[src/tscr_defines.vh]
`ifndef TSCR_DEFINES_VH
`define TSCR_DEFINES_VH
// ********************************************************
// Register offsets (byte addresses = offset * 4)
// ********************************************************
`define TSCR_IDX_ID_LO      7'h00
`define TSCR_IDX_ID_HI      7'h01
`define TSCR_IDX_REV        7'h02
`define TSCR_IDX_TESTLOCK   7'h03
`define TSCR_IDX_IRQ_IN_LO  7'h05
`define TSCR_IDX_IRQ_IN_HI  7'h06
`define TSCR_IDX_FREQ_TOP   7'h07
`define TSCR_IDX_IRQ_ALARM  7'h08
`define TSCR_IDX_OUTF12     7'h60
`define TSCR_IDX_OUTF34     7'h61
`define TSCR_IDX_OUTF56     7'h62
`define TSCR_IDX_OUTF7      7'h63
`define TSCR_IDX_AUXFREQ    7'h64
`define TSCR_IDX_MAINFREQ   7'h65
`define TSCR_IDX_AUXBW      7'h66
`define TSCR_IDX_MAINLBW    7'h67
`define TSCR_IDX_MAINABW    7'h69
`define TSCR_IDX_AUXDAMP    7'h6A
`define TSCR_IDX_MAINDAMP   7'h6B
`define TSCR_IDX_AUXGAIN    7'h6C
`define TSCR_IDX_MAINGAIN   7'h6D
`define TSCR_IDX_PHOFF_LO   7'h70
`define TSCR_IDX_PHOFF_HI   7'h71
`define TSCR_IDX_PBOOFF     7'h72
`define TSCR_IDX_FINELOSS   7'h73
`define TSCR_IDX_COARSELOSS 7'h74
`define TSCR_IDX_PHMON      7'h76
`define TSCR_IDX_MPH_LO     7'h77
`define TSCR_IDX_MPH_HI     7'h78
`define TSCR_IDX_ALMTMO     7'h79
`define TSCR_IDX_SYNCPULSE  7'h7A
`define TSCR_IDX_SYNCPHASE  7'h7B
`define TSCR_IDX_SYNCMON    7'h7C
`define TSCR_IDX_IRQPIN     7'h7D
`define TSCR_IDX_PROTKEY    7'h7E
`define TSCR_IDX_BUSSEL     7'h7F
// ********************************************************
// Reset values
// ********************************************************
`define TSCR_RST_TESTLOCK   8'h14
`define TSCR_RST_IRQ_IN_LO  8'hFF
`define TSCR_RST_IRQ_IN_HI  8'h3F
`define TSCR_RST_IRQ_ALARM  8'h50
`define TSCR_RST_OUTF12     8'h85
`define TSCR_RST_OUTF34     8'h86
`define TSCR_RST_OUTF56     8'h8A
`define TSCR_RST_OUTF7      8'hF6
`define TSCR_RST_AUXFREQ    8'h01
`define TSCR_RST_MAINFREQ   8'h01
`define TSCR_RST_AUXBW      8'h00
`define TSCR_RST_MAINLBW    8'h0B
`define TSCR_RST_MAINABW    8'h0F
`define TSCR_RST_AUXDAMP    8'h13
`define TSCR_RST_MAINDAMP   8'h13
`define TSCR_RST_AUXGAIN    8'hC2
`define TSCR_RST_MAINGAIN   8'hC2
`define TSCR_RST_ZERO       8'h00
`define TSCR_RST_FINELOSS   8'hA2
`define TSCR_RST_COARSELOSS 8'h85
`define TSCR_RST_PHMON      8'h06
`define TSCR_RST_ALMTMO     8'h32
`define TSCR_RST_SYNCMON    8'h2B
`define TSCR_RST_IRQPIN     8'h02
`define TSCR_RST_PROTKEY    8'h85
`define TSCR_RST_BUSSEL     8'h02
// ********************************************************
// Writable field masks (unused bits read zero)
// ********************************************************
`define TSCR_MSK_IRQ_IN_HI  8'h3F
`define TSCR_MSK_AUXFREQ    8'h77
`define TSCR_MSK_MAINFREQ   8'hF7
`define TSCR_MSK_AUXBW      8'h03
`define TSCR_MSK_BW5        8'h1F
`define TSCR_MSK_DAMP       8'h77
`define TSCR_MSK_PBOOFF     8'h3F
`define TSCR_MSK_FINELOSS   8'hE7
`define TSCR_MSK_COARSELOSS 8'hEF
`define TSCR_MSK_PHMON      8'hBF
`define TSCR_MSK_ALMTMO     8'h3F
`define TSCR_MSK_SYNCPULSE  8'h8F
`define TSCR_MSK_SYNCPHASE  8'hC3
`define TSCR_MSK_IRQPIN     8'h07
`define TSCR_MSK_TESTLOCK   8'hDC
`define TSCR_MSK_FREQ_TOP   8'h07
`define TSCR_NREG           128
`endif

[src/tscr_regs.v]
`include "tscr_defines.vh"

module tscr_regs #(
    parameter [7:0] ID_LO = 8'h5A, // Arbitrary identity value
    parameter [7:0] ID_HI = 8'hA5, // Arbitrary identity value
    parameter [7:0] REV   = 8'h0C  // Arbitrary identity value
) (
    input  wire        clk,
    input  wire        rst_n,
    input  wire        wb_cyc_i,
    input  wire        wb_stb_i,
    input  wire        wb_we_i,
    input  wire [8:0]  wb_adr_i,
    input  wire [31:0] wb_dat_i,
    input  wire [3:0]  wb_sel_i,
    output reg  [31:0] wb_dat_o,
    output reg         wb_ack_o,
    output reg         wb_err_o,
    input  wire [13:0] inputValid,
    input  wire [7:0]  alarmEvent,
    input  wire [2:0]  loopFreqTop,
    input  wire [15:0] measuredPhase,
    output reg  [7:0]  auxLoopCfg_ff,
    output reg  [7:0]  mainLoopCfg_ff,
    output reg  [7:0]  fineLossCfg_ff,
    output reg  [7:0]  coarseLossCfg_ff,
    output reg  [7:0]  phaseMonCfg_ff,
    output reg  [5:0]  alarmTimeout_ff
);

    // ********************************************************
    // Input synchronisers and edge detection
    // ********************************************************
    reg  [13:0] validMeta_ff;
    reg  [13:0] validSync_ff;
    reg  [13:0] validPrev_ff;
    reg  [7:0]  alarmMeta_ff;
    reg  [7:0]  alarmSync_ff;
    reg  [7:0]  alarmPrev_ff;
    reg  [2:0]  freqMeta_ff;
    reg  [2:0]  freqSync_ff;
    reg  [15:0] phaseMeta_ff;
    reg  [15:0] phaseSync_ff;

    // A pulse shorter than a clock period may be missed
    // Reset clears the samples, so a pin already high
    // at release shows as a change three edges later
    // Alarm flags take rising edges only
    // Pins come from other logic domains; two flops each
    always @(posedge clk or negedge rst_n) begin
        if (!rst_n) begin
            validMeta_ff <= 14'h0000;
            validSync_ff <= 14'h0000;
            validPrev_ff <= 14'h0000;
            alarmMeta_ff <= 8'h00;
            alarmSync_ff <= 8'h00;
            alarmPrev_ff <= 8'h00;
            freqMeta_ff  <= 3'h0;
            freqSync_ff  <= 3'h0;
            phaseMeta_ff <= 16'h0000;
            phaseSync_ff <= 16'h0000;
        end else begin
            validMeta_ff <= inputValid;
            validSync_ff <= validMeta_ff;
            validPrev_ff <= validSync_ff;
            alarmMeta_ff <= alarmEvent;
            alarmSync_ff <= alarmMeta_ff;
            alarmPrev_ff <= alarmSync_ff;
            freqMeta_ff  <= loopFreqTop;
            freqSync_ff  <= freqMeta_ff;
            phaseMeta_ff <= measuredPhase;
            phaseSync_ff <= phaseMeta_ff;
        end
    end

    // Either direction of validity change counts as an event
    wire [13:0] validChange = validSync_ff ^ validPrev_ff;
    // Alarm sources are pulses or levels; catch rising edges
    wire [7:0]  alarmRise   = alarmSync_ff & ~alarmPrev_ff;

    // ********************************************************
    // Multi-bit status words
    // ********************************************************
    reg  [2:0]  freqLast_ff;
    reg  [2:0]  freqHeld_ff;
    reg  [15:0] phaseLast_ff;
    reg  [15:0] phaseHeld_ff;

    // Bits of a word may land in different cycles; take a
    // word only after two equal samples. Limitation: a word
    // that changes every cycle is never taken
    // One edge more delay than the validity path
    always @(posedge clk or negedge rst_n) begin
        if (!rst_n) begin
            freqLast_ff  <= 3'h0;
            freqHeld_ff  <= 3'h0;
            phaseLast_ff <= 16'h0000;
            phaseHeld_ff <= 16'h0000;
        end else begin
            freqLast_ff  <= freqSync_ff;
            phaseLast_ff <= phaseSync_ff;
            if (freqSync_ff == freqLast_ff) begin
                freqHeld_ff <= freqSync_ff;
            end
            if (phaseSync_ff == phaseLast_ff) begin
                phaseHeld_ff <= phaseSync_ff;
            end
        end
    end

    // ********************************************************
    // Wishbone decode
    // ********************************************************
    // Offsets index words; byte address is offset times four
    // Only byte lane 0 holds data; other lanes are ignored
    // A request already answered is not taken again
    wire        req     = wb_cyc_i & wb_stb_i & ~wb_ack_o & ~wb_err_o;
    wire [6:0]  idx     = wb_adr_i[8:2];
    wire        wrLane  = wb_we_i & wb_sel_i[0];
    wire [7:0]  wd      = wb_dat_i[7:0];

    // Index decoder for every implemented offset
    function mapped;
        input [6:0] a;
        begin
            case (a)
                `TSCR_IDX_ID_LO, `TSCR_IDX_ID_HI, `TSCR_IDX_REV, `TSCR_IDX_TESTLOCK,
                `TSCR_IDX_IRQ_IN_LO, `TSCR_IDX_IRQ_IN_HI, `TSCR_IDX_FREQ_TOP,
                `TSCR_IDX_IRQ_ALARM, `TSCR_IDX_OUTF12, `TSCR_IDX_OUTF34,
                `TSCR_IDX_OUTF56, `TSCR_IDX_OUTF7, `TSCR_IDX_AUXFREQ,
                `TSCR_IDX_MAINFREQ, `TSCR_IDX_AUXBW, `TSCR_IDX_MAINLBW,
                `TSCR_IDX_MAINABW, `TSCR_IDX_AUXDAMP, `TSCR_IDX_MAINDAMP,
                `TSCR_IDX_AUXGAIN, `TSCR_IDX_MAINGAIN, `TSCR_IDX_PHOFF_LO,
                `TSCR_IDX_PHOFF_HI, `TSCR_IDX_PBOOFF, `TSCR_IDX_FINELOSS,
                `TSCR_IDX_COARSELOSS, `TSCR_IDX_PHMON, `TSCR_IDX_MPH_LO,
                `TSCR_IDX_MPH_HI, `TSCR_IDX_ALMTMO, `TSCR_IDX_SYNCPULSE,
                `TSCR_IDX_SYNCPHASE, `TSCR_IDX_SYNCMON, `TSCR_IDX_IRQPIN,
                `TSCR_IDX_PROTKEY, `TSCR_IDX_BUSSEL: mapped = 1'b1;
                default: mapped = 1'b0;
            endcase
        end
    endfunction

    wire hit = req & mapped(idx);
    wire wr  = hit & wrLane;

    // Write strobe for one index
    function wsel;
        input [6:0] a;
        input [6:0] b;
        input       w;
        begin
            wsel = w & (a == b);
        end
    endfunction

    // ********************************************************
    // Interrupt flags (write-one-to-clear)
    // ********************************************************
    reg  [7:0] irqInLo_ff;
    reg  [5:0] irqInHi_ff;
    reg  [7:0] irqAlarm_ff;
    // Bits 7:6 of 0x06 have no source here and read zero

    wire [7:0] clrInLo  = wsel(idx, `TSCR_IDX_IRQ_IN_LO, wr) ? wd : 8'h00;
    wire [7:0] clrInHi  = wsel(idx, `TSCR_IDX_IRQ_IN_HI, wr) ? wd : 8'h00;
    wire [7:0] clrAlarm = wsel(idx, `TSCR_IDX_IRQ_ALARM, wr) ? wd : 8'h00;

    // Two changes between clears show as one flag
    // Clear masks come from lane 0 of a write
    // Set beats clear so an event in the clearing cycle is kept
    always @(posedge clk or negedge rst_n) begin
        if (!rst_n) begin
            irqInLo_ff   <= `TSCR_RST_IRQ_IN_LO;
            irqInHi_ff   <= 6'h3F;
            irqAlarm_ff  <= `TSCR_RST_IRQ_ALARM;
        end else begin
            irqInLo_ff  <= (irqInLo_ff & ~clrInLo) | validChange[7:0];
            irqInHi_ff  <= (irqInHi_ff & ~clrInHi[5:0]) | validChange[13:8];
            irqAlarm_ff <= (irqAlarm_ff & ~clrAlarm) | alarmRise;
        end
    end

    // ********************************************************
    // Read-write configuration
    // ********************************************************
    reg [7:0] cfg_ff [0:`TSCR_NREG-1];

    // Unlisted indices reset to zero
    // Reset value of a configuration index
    function [7:0] rstVal;
        input [6:0] a;
        begin
            case (a)
                `TSCR_IDX_TESTLOCK:   rstVal = `TSCR_RST_TESTLOCK;
                `TSCR_IDX_OUTF12:     rstVal = `TSCR_RST_OUTF12;
                `TSCR_IDX_OUTF34:     rstVal = `TSCR_RST_OUTF34;
                `TSCR_IDX_OUTF56:     rstVal = `TSCR_RST_OUTF56;
                `TSCR_IDX_OUTF7:      rstVal = `TSCR_RST_OUTF7;
                `TSCR_IDX_AUXFREQ:    rstVal = `TSCR_RST_AUXFREQ;
                `TSCR_IDX_MAINFREQ:   rstVal = `TSCR_RST_MAINFREQ;
                `TSCR_IDX_MAINLBW:    rstVal = `TSCR_RST_MAINLBW;
                `TSCR_IDX_MAINABW:    rstVal = `TSCR_RST_MAINABW;
                `TSCR_IDX_AUXDAMP:    rstVal = `TSCR_RST_AUXDAMP;
                `TSCR_IDX_MAINDAMP:   rstVal = `TSCR_RST_MAINDAMP;
                `TSCR_IDX_AUXGAIN:    rstVal = `TSCR_RST_AUXGAIN;
                `TSCR_IDX_MAINGAIN:   rstVal = `TSCR_RST_MAINGAIN;
                `TSCR_IDX_FINELOSS:   rstVal = `TSCR_RST_FINELOSS;
                `TSCR_IDX_COARSELOSS: rstVal = `TSCR_RST_COARSELOSS;
                `TSCR_IDX_PHMON:      rstVal = `TSCR_RST_PHMON;
                `TSCR_IDX_ALMTMO:     rstVal = `TSCR_RST_ALMTMO;
                `TSCR_IDX_SYNCMON:    rstVal = `TSCR_RST_SYNCMON;
                `TSCR_IDX_IRQPIN:     rstVal = `TSCR_RST_IRQPIN;
                `TSCR_IDX_PROTKEY:    rstVal = `TSCR_RST_PROTKEY;
                `TSCR_IDX_BUSSEL:     rstVal = `TSCR_RST_BUSSEL;
                default:              rstVal = `TSCR_RST_ZERO;
            endcase
        end
    endfunction

    // Layouts, MSB first, s = spare:
    // 0x64 s, auto-off, duty, rate, s, freq[2:0]
    // 0x65 aux phase, route, sel[1:0], s, freq[2:0]
    // 0x73 on, idle loss, test, s, s, limit[2:0]
    // 0x74 on, wide, multi, s, limit[3:0]
    // 0x76 window, s, on, build-out, limit[3:0]
    // 0x79 s, s, timeout[5:0]
    // Storable bits per index; unused bits always read zero
    function [7:0] wMask;
        input [6:0] a;
        begin
            case (a)
                `TSCR_IDX_TESTLOCK:   wMask = `TSCR_MSK_TESTLOCK;
                `TSCR_IDX_OUTF12, `TSCR_IDX_OUTF34, `TSCR_IDX_OUTF56,
                `TSCR_IDX_OUTF7, `TSCR_IDX_AUXGAIN, `TSCR_IDX_MAINGAIN,
                `TSCR_IDX_PHOFF_LO, `TSCR_IDX_PHOFF_HI, `TSCR_IDX_SYNCMON,
                `TSCR_IDX_PROTKEY, `TSCR_IDX_BUSSEL: wMask = 8'hFF;
                `TSCR_IDX_AUXFREQ:    wMask = `TSCR_MSK_AUXFREQ;
                `TSCR_IDX_MAINFREQ:   wMask = `TSCR_MSK_MAINFREQ;
                `TSCR_IDX_AUXBW:      wMask = `TSCR_MSK_AUXBW;
                `TSCR_IDX_MAINLBW, `TSCR_IDX_MAINABW: wMask = `TSCR_MSK_BW5;
                `TSCR_IDX_AUXDAMP, `TSCR_IDX_MAINDAMP: wMask = `TSCR_MSK_DAMP;
                `TSCR_IDX_PBOOFF:     wMask = `TSCR_MSK_PBOOFF;
                `TSCR_IDX_FINELOSS:   wMask = `TSCR_MSK_FINELOSS;
                `TSCR_IDX_COARSELOSS: wMask = `TSCR_MSK_COARSELOSS;
                `TSCR_IDX_PHMON:      wMask = `TSCR_MSK_PHMON;
                `TSCR_IDX_ALMTMO:     wMask = `TSCR_MSK_ALMTMO;
                `TSCR_IDX_SYNCPULSE:  wMask = `TSCR_MSK_SYNCPULSE;
                `TSCR_IDX_SYNCPHASE:  wMask = `TSCR_MSK_SYNCPHASE;
                `TSCR_IDX_IRQPIN:     wMask = `TSCR_MSK_IRQPIN;
                default:              wMask = 8'h00;
            endcase
        end
    endfunction

    // Writes to read-only indices land in unread slots
    // Whole array resets to defaults; writes store masked data
    integer i;
    always @(posedge clk or negedge rst_n) begin
        if (!rst_n) begin
            for (i = 0; i < `TSCR_NREG; i = i + 1) begin
                cfg_ff[i] <= rstVal(i[6:0]);
            end
        end else if (wr) begin
            cfg_ff[idx] <= wd & wMask(idx);
        end
    end

    // ********************************************************
    // Configuration outputs to the loop logic
    // ********************************************************
    // Registered so every output comes from a flop
    // Outputs trail a write by one edge
    always @(posedge clk or negedge rst_n) begin
        if (!rst_n) begin
            auxLoopCfg_ff    <= `TSCR_RST_AUXFREQ;
            mainLoopCfg_ff   <= `TSCR_RST_MAINFREQ;
            fineLossCfg_ff   <= `TSCR_RST_FINELOSS;
            coarseLossCfg_ff <= `TSCR_RST_COARSELOSS;
            phaseMonCfg_ff   <= `TSCR_RST_PHMON;
            alarmTimeout_ff  <= 6'h32;
        end else begin
            auxLoopCfg_ff    <= cfg_ff[`TSCR_IDX_AUXFREQ];
            mainLoopCfg_ff   <= cfg_ff[`TSCR_IDX_MAINFREQ];
            fineLossCfg_ff   <= cfg_ff[`TSCR_IDX_FINELOSS];
            coarseLossCfg_ff <= cfg_ff[`TSCR_IDX_COARSELOSS];
            phaseMonCfg_ff   <= cfg_ff[`TSCR_IDX_PHMON];
            alarmTimeout_ff  <= cfg_ff[`TSCR_IDX_ALMTMO][5:0];
        end
    end

    // ********************************************************
    // Read mux
    // ********************************************************
    // Status words come from the filtered copies
    // Data of an unmapped index is dropped at the answer
    reg [7:0] rdByte;
    always @* begin
        case (idx)
            `TSCR_IDX_ID_LO:     rdByte = ID_LO;
            `TSCR_IDX_ID_HI:     rdByte = ID_HI;
            `TSCR_IDX_REV:       rdByte = REV;
            `TSCR_IDX_IRQ_IN_LO: rdByte = irqInLo_ff;
            `TSCR_IDX_IRQ_IN_HI: rdByte = {2'h0, irqInHi_ff};
            `TSCR_IDX_IRQ_ALARM: rdByte = irqAlarm_ff;
            `TSCR_IDX_FREQ_TOP:  rdByte = {5'h00, freqHeld_ff};
            `TSCR_IDX_MPH_LO:    rdByte = phaseHeld_ff[7:0];
            `TSCR_IDX_MPH_HI:    rdByte = phaseHeld_ff[15:8];
            default:             rdByte = cfg_ff[idx];
        endcase
    end

    // ********************************************************
    // Bus answer: one wait state, ack or err for one cycle
    // ********************************************************
    // Writes land on the request edge as ack rises; the
    // master still holds the data, so nothing is lost
    // Gating req with ack/err makes a held stb wait a gap
    // Unmapped accesses get err and zero data
    // Upper data lanes are always zero
    always @(posedge clk or negedge rst_n) begin
        if (!rst_n) begin
            wb_ack_o <= 1'b0;
            wb_err_o <= 1'b0;
            wb_dat_o <= 32'h0000_0000;
        end else begin
            wb_ack_o <= hit;
            wb_err_o <= req & ~mapped(idx);
            wb_dat_o <= hit ? {24'h00_0000, rdByte} : 32'h0000_0000;
        end
    end

endmodule // tscr_regs

[config.mk]
export PLATFORM = sky130hd
export DESIGN_NAME = tscr_regs
export DESIGN_NICKNAME = d
export VERILOG_FILES = /design/src/tscr_regs.v
export VERILOG_INCLUDE_DIRS = /design/src /design/src/src
export SDC_FILE = /design/constraint.sdc
export NUM_CORES = 2
export LEC_CHECK = 0
export BUFFER_PORTS_ARGS = -buffer_cell sky130_fd_sc_hd__buf_2
export CAP_MARGIN = 15
export CORE_MARGIN = 5
export CORE_UTILIZATION = 55
export DETAILED_ROUTE_END_ITERATION = 10
export PLACE_DENSITY = 0.75
export SLEW_MARGIN = 20
export SYNTH_ARGS = -nofsm -noshare
export SYNTH_HDL_FRONTEND = slang
export SYNTH_SLANG_ARGS = --single-unit
[constraint.sdc]
create_clock -name clk -period 2.45 [get_ports clk]
set_input_delay 0.49 -clock clk [delete_from_list [all_inputs] [get_ports clk]]
set_output_delay 0.49 -clock clk [all_outputs]
set_load 0.01 [all_outputs]
# [Word-level counts from Yosys, hierarchy flattened]
# Memories as Yosys holds them, arrays and structs flattened.
# Index checks and enable logic that the tools add are counted.
[classes] magnitude_cmp=2 n_reduce_logical=2 mux=12 eq_ne=10 n_bitwise=27
[ops] operator="$bwmux 1024" count=1
[ops] operator="$pmux 8 s9" count=1
[ops] operator="$bmux 8 s7" count=1
[ops] operator="$demux 8 s7" count=1
[ops] operator="$mux 8" count=7
[ops] operator="$and 8x8->8" count=4
[ops] operator="$not 8->8" count=3
[ops] operator="$eq 7x3->1 const B" count=3
[ops] operator="$eq 16x16->1" count=1
[ops] operator="$or 8x8->8" count=2
[ops] operator="$eq 7x7->1 const B" count=2
[ops] operator="$xor 14x14->14" count=1
[ops] operator="$and 1x1->1" count=10
[ops] operator="$ge 8x8->1 const B" count=1
[ops] operator="$lt 8x1->1 const B" count=1
[ops] operator="$not 7->8" count=1
[ops] operator="$eq 7x1->1 const B" count=1
[ops] operator="$eq 7x2->1 const B" count=1
[ops] operator="$eq 7x4->1 const B" count=1
[ops] operator="$logic_not 7->1" count=1
[ops] operator="$and 6x6->6" count=1
[ops] operator="$mux 6" count=1
[ops] operator="$not 6->6" count=1
[ops] operator="$or 6x6->6" count=1
[ops] operator="other kinds (3)" count=5
[word_totals] reg_bits=1244 romBits=1280 mem_count=3 wordCells=210
[mem_list] memory="(name not given)" words=128 word_bits=8 rd=1 rd_clocked_by_memory_dff=0 write_ports=0 line="tscr_regs.v:232" text="case (a)"
[mem_list] memory="(name not given)" words=128 word_bits=1 rd=1 rd_clocked_by_memory_dff=0 write_ports=0 line="tscr_regs.v:126" text="case (a)"
[mem_list] memory="(name not given)" words=128 word_bits=1 rd=1 rd_clocked_by_memory_dff=0 write_ports=0 line="tscr_regs.v:126"

# [Logic depth before layout (Yosys ltp)]
[depth] word_depth=10 ltp_mapped=16 ltp_nobuf=9

# [Worst setup path after synthesis]
# OpenSTA, ideal clock, no wires.
[synth_path] path_type="input-to-reg" start="input wb_adr_i[2]" end="register cfg_ff[36] (netlist name)" cell_stages=13 t_required_ps=2322 arrival_ps=3949 slack_ps=-1627 cell_sequence="buf_2 > buf_4 > buf_4 > buf_2 > buf_4 > inv_2 > ha_1 > mux2_2 > a221o_1 > a21o_2 > nor4_4 > nand3_2 > mux2_1"
[synth_between] elab_chain_cells=6 word_cells_on_any_way=13
[synth_lines] item="start: declaration" line="tscr_regs.v:13" text="input wire [8:0] wb_adr_i,"
[synth_lines] item="$not 7->8 (not written as such)" line="tscr_regs.v:265" text="cfg_ff[idx] <= wd & wMask(idx);"
[synth_lines] item="$ge 8x8->1 (not written as such) / $lt 8x1->1 (equally long branches)" line="tscr_regs.v:265"
[synth_lines] item="$logic_and 1x1->1 (not written as such)" line="tscr_regs.v:265"
[synth_lines] item="$mux 8 (not written as such)" line="tscr_regs.v:265"
[synth_lines] item="$demux 8 s7" line="tscr_regs.v:265"
[synth_lines] item="$bwmux 1024" line="tscr_regs.v:265"
[synth_lines] item="end signal: indexed assignment" line="tscr_regs.v:262" text="cfg_ff[i] <= rstVal(i[6:0]);"
[synth_lines] item="end signal: indexed assignment" line="tscr_regs.v:265"
[synth_lines] item="end: declaration" line="tscr_regs.v:187" text="reg [7:0] cfg_ff [0:`TSCR_NREG-1];"
# Several ways; a longest one is shown, not always the timed one. The select of a mux whose other input is x is not followed.
# A chain may end at the register's enable or synchronous reset.

# [Final worst setup path]
[layout_path] start="input wb_adr_i[2]" end="register wb_dat_o[7]"
[layout_between] elab_chain_cells=6 word_cells_on_any_way=17
[layout_lines] item="$not 7->8 (not written as such)" line="tscr_regs.v:309" text="default: rdByte = cfg_ff[idx];"
[layout_lines] item="$bmux 8 s7" line="tscr_regs.v:309"
[layout_lines] item="$mux 8 (not written as such) (2 in a row)" line="tscr_regs.v:309"
[layout_lines] item="$pmux 8 s9" line="tscr_regs.v:299" text="case (idx)"
[layout_lines] item="$mux 8 (*)" line="tscr_regs.v:329" text="wb_dat_o <= hit ? {24'h00_0000, rdByte} : 32'h0000_0000;"
[layout_lines] item="end signal: assignment" line="tscr_regs.v:329"
[layout_lines] item="end: declaration" line="tscr_regs.v:16" text="output reg [31:0] wb_dat_o,"
# Every way passes the cells marked *; elsewhere a longest branch is shown, timed or not. The select of a mux whose other input is x is not followed.

==> results.json <==
{
  "cts_tree": "yes",
  "h-tree-depth": 3,
  "use_met1_pct": 34.4,
  "synth-edff-count": 0,
  "fin_crit_ns": 2.53,
  "most-common-layout-cells": "dfrtp_1, mux2_2, buf_4",
  "grt_util_met2_pct": 38.5,
  "grt_pass1_vias": 27601,
  "wl_mm": 108,
  "crit_buf_inv": 5,
  "static-leakage-power_nw": 25.8,
  "worst_path_max_delay_cell": "mux4_2",
  "cts.sinks": 1180,
  "rsz0062_at_grt": "yes",
  "ios": 171,
  "nets": 3217,
  "powerDensity_mw_per_mm2": 737,
  "vdd_drop_max_mv": 0.696,
  "netlist_instances": 3222,
  "critPathArrivalTime_ns": 3.08,
  "grt_max_degree": 86,
  "relSlewSlack_pct": 40.1,
  "die_height_um": 300,
  "status": "complete, but fails checks",
  "period_share_pct": 103,
  "violations": "setup timing",
  "vias": 24617,
  "yosysSeqAreaShare_pct": 64.0,
  "critical_path_class": "in -> reg",
  "synth_seq_cells": 1180,
  "place.gp.congestion": 0.943,
  "worstMarginPinSlew_ns": 0.892,
  "dr.pass1.iters": 5,
  "drv_slew": 0,
  "synth_area_mm2": 0.0463,
  "die-area_mm2": 0.0901,
  "path_clk_slew_ns": 0.07,
  "p_sw_mw": 8.97,
  "gr-usage-all-layers_pct": 24.5,
  "syn_area_per_cell_um2": 14.4,
  "fin_skew_ns": 0.0712,
  "ys_types": 71,
  "cts-root-buf": "clkbuf_16",
  "drtAntennaViolNets": 0,
  "fmax_mhz": 395,
  "finalPower_mw": 39.2,
  "grt_pass1_wl_mm": 169,
  "cpMostUsedCell": "buf_4",
  "start_kind": "input pin",
  "numCtsBuffers": 108,
  "drc": 0,
  "initial_utilization_pct": 55.4,
  "switching_share_pct": 22.9,
  "yosysWarnings": 0,
  "overflow": 0,
  "layout_commonest_cell": "dfrtp_1",
  "portBuffers": 117,
  "clockBufferDepth": 3,
  "drv_cap": 0,
  "antenna_found_initial": 6,
  "die_w_um": 300,
  "p_int_mw": 30.2,
  "vias_per_cell": 5.74,
  "worst_slack_ns": -0.0812,
  "area_delta_synth_final_pct": 14.8,
  "cp_max_fo": 18,
  "path_cells": "buf_8 -> buf_12 -> buf_4 -> buf_4 -> mux4_2 -> nand3_1 -> o211ai_1 -> o311ai_1 -> buf_4 -> a31oi_1",
  "async_flop_share_pct": 100,
  "top_usage_layer": "met2",
  "drive_above_1_share_pct": 41.9,
  "setup_viol": 1,
  "synth-main-ff-cell": "dfrtp_1",
  "end_kind": "flip-flop",
  "dp_slack_ns": -0.753,
  "coreArea_mm2": 0.0836,
  "place_hpwl_mm": 75.4,
  "post_drt_wl_per_cell_um": 25.2,
  "worstPathRequired_ns": 2.99,
  "cpPeakStageDelay_ns": 0.52,
  "hold_class": "in -> reg",
  "cpLargestDelayFamily": "buffers and inverters",
  "drtIter0Drc": 2272,
  "grtUsageMet3_pct": 6.27,
  "hold_viol": 0,
  "p_clk_share_pct": 44.1,
  "p_seq_share_pct": 50.2,
  "placementRows": 106,
  "fin_util_pct": 63.6,
  "comb_power_share_pct": 5.6,
  "clock_latency_ns": 0.72
}
## area by class of cell
class / count / area, um^2
antenna: 3 / 7.51
clock buffer: 159 / 3120
clock inverter: 45 / 582
fill: 5581 / 30400
inverter: 21 / 91.3
multi-input combinational: 1294 / 13900
sequential: 1180 / 29600
tap: 1080 / 1350
timing repair buffer: 507 / 4440
## timing repair
| action | CTS | global route |
|---|---|---|
| gates cloned | 0 | 0 |
| resized for setup | 13 | 10 |
| buffers inserted | 2 | 2 |
| setup endpoints to repair | 218 | 95 |
| endpoints found under the hold margin | 71 | 0 |
| pin swaps | 2 | 2 |
| hold buffers | 42 | 0 |
## tightest hold or removal path, delay by kind of cell
| family | cells | cell delay, ns |
|---|---|---|
| and+or+nand+nor | 1 | 0.07 |
| AOI/OAI and AO/OA | 1 | 0.11 |
| buffers and inverters | 1 | 0.15 |
## flip-flops by register name, indices dropped and copies added, names as in the netlist, 14 cells and up
name / count
validSync_ff: 14
phaseHeld_ff: 16
cfg_ff: 960
phaseLast_ff: 16
validMeta_ff: 14
validPrev_ff: 14
phaseMeta_ff: 16
phaseSync_ff: 16
## synth_stat cells (4+ instances only)
library cell | number | area share [%]
a211oi_1 | 8 | 0.13
a21o_1 | 16 | 0.26
a21oi_1 | 25 | 0.27
a221o_1 | 5 | 0.11
a221oi_1 | 6 | 0.11
a222oi_1 | 4 | 0.086
a22o_1 | 16 | 0.30
a22oi_1 | 41 | 0.66
a31oi_1 | 21 | 0.28
and2_1 | 17 | 0.23
and2b_1 | 19 | 0.31
and3_1 | 13 | 0.18
buf_1 | 19 | 0.15
buf_2 | 41 | 0.44
buf_4 | 40 | 0.65
clkbuf_1 | 650 | 5.3
dfrtp_1 | 1093 | 59
dfstp_2 | 87 | 4.9
ha_1 | 14 | 0.38
inv_1 | 18 | 0.15
mux2_2 | 322 | 7.8
mux2i_1 | 79 | 1.7
mux4_2 | 223 | 11
nand2_1 | 125 | 1.0
nand2_2 | 12 | 0.16
nand2b_1 | 5 | 0.068
nand3_1 | 39 | 0.42
nand3_2 | 12 | 0.26
nand4_1 | 12 | 0.16
nor2_1 | 24 | 0.19
nor2_2 | 4 | 0.054
nor2b_1 | 72 | 0.97
nor3_1 | 7 | 0.076
nor3b_1 | 4 | 0.065
o211ai_1 | 8 | 0.13
o21ai_0 | 24 | 0.26
o22ai_1 | 9 | 0.12
xnor2_1 | 18 | 0.34
xor2_1 | 15 | 0.28
## metrics by stage
stage                     instances  cell area (um^2)  TNS, ns  hold slack [ns]
after floorplan                3245             46600  -348.31            0.194
after global placement         4036             48900  -202.01            0.332
after detailed placement       4036             48900  -225.05            0.335
after CTS                      4284             53100        0           0.0995
after global routing           4287             53200  -0.0103            0.108
final                          4289             53200  -0.0812            0.130
## power by group through the flow
stage               Sequential, mW  Combinational [mW]  Clock (mW)
global placement              20.0                2.07           0
detailed placement            20.1                2.12           0
CTS                           19.7                2.20        17.5
floorplan                     20.0               0.857           0
global route                  19.7                2.37        18.4
finish                        19.7                2.20        17.3
## path summary, 6_finish.rpt
kind | slack (ns) | start | end | cells after the start
setup / recovery | -0.08 | wb_adr_i[2] | wb_dat_o[7] | 10
hold / removal | 0.13 | wb_dat_i[5] | irqInLo_ff[5] | 3
setup reg to reg | 0.05 | wb_ack_o | cfg_ff[23] | 7
hold reg to reg | 0.33 | cfg_ff[52] | alarmTimeout_ff[4] | 0
max in group asynchronous | 1.11 | rst_n | cfg_ff[489] | 4
min in group asynchronous | 0.38 | rst_n | wb_dat_o[5] | 2
## metal layers
metal | vias to the layer above | wire length, um
met5 | - | 46
met4 | 6 | 3800
met3 | 240 | 8030
met2 | 834 | 51400
met1 | 12944 | 44900
li1 | 10593 | -
## logic make-up (layout without fill, tap and decap cells)
logic type | after synthesis | in the layout | synth area share, %
flops | 1180 | 1180 | 64.0
buf+inv | 771 | 732 | 6.69
compound gates | 218 | 218 | 3.40
mux | 625 | 625 | 20.4
other cells | 1 | 27 | 0.00810
fa+ha+maj | 14 | 14 | 0.378
xor+xnor | 33 | 33 | 0.624
simple gates | 380 | 380 | 4.49
Power figures use the tool's default switching activity.
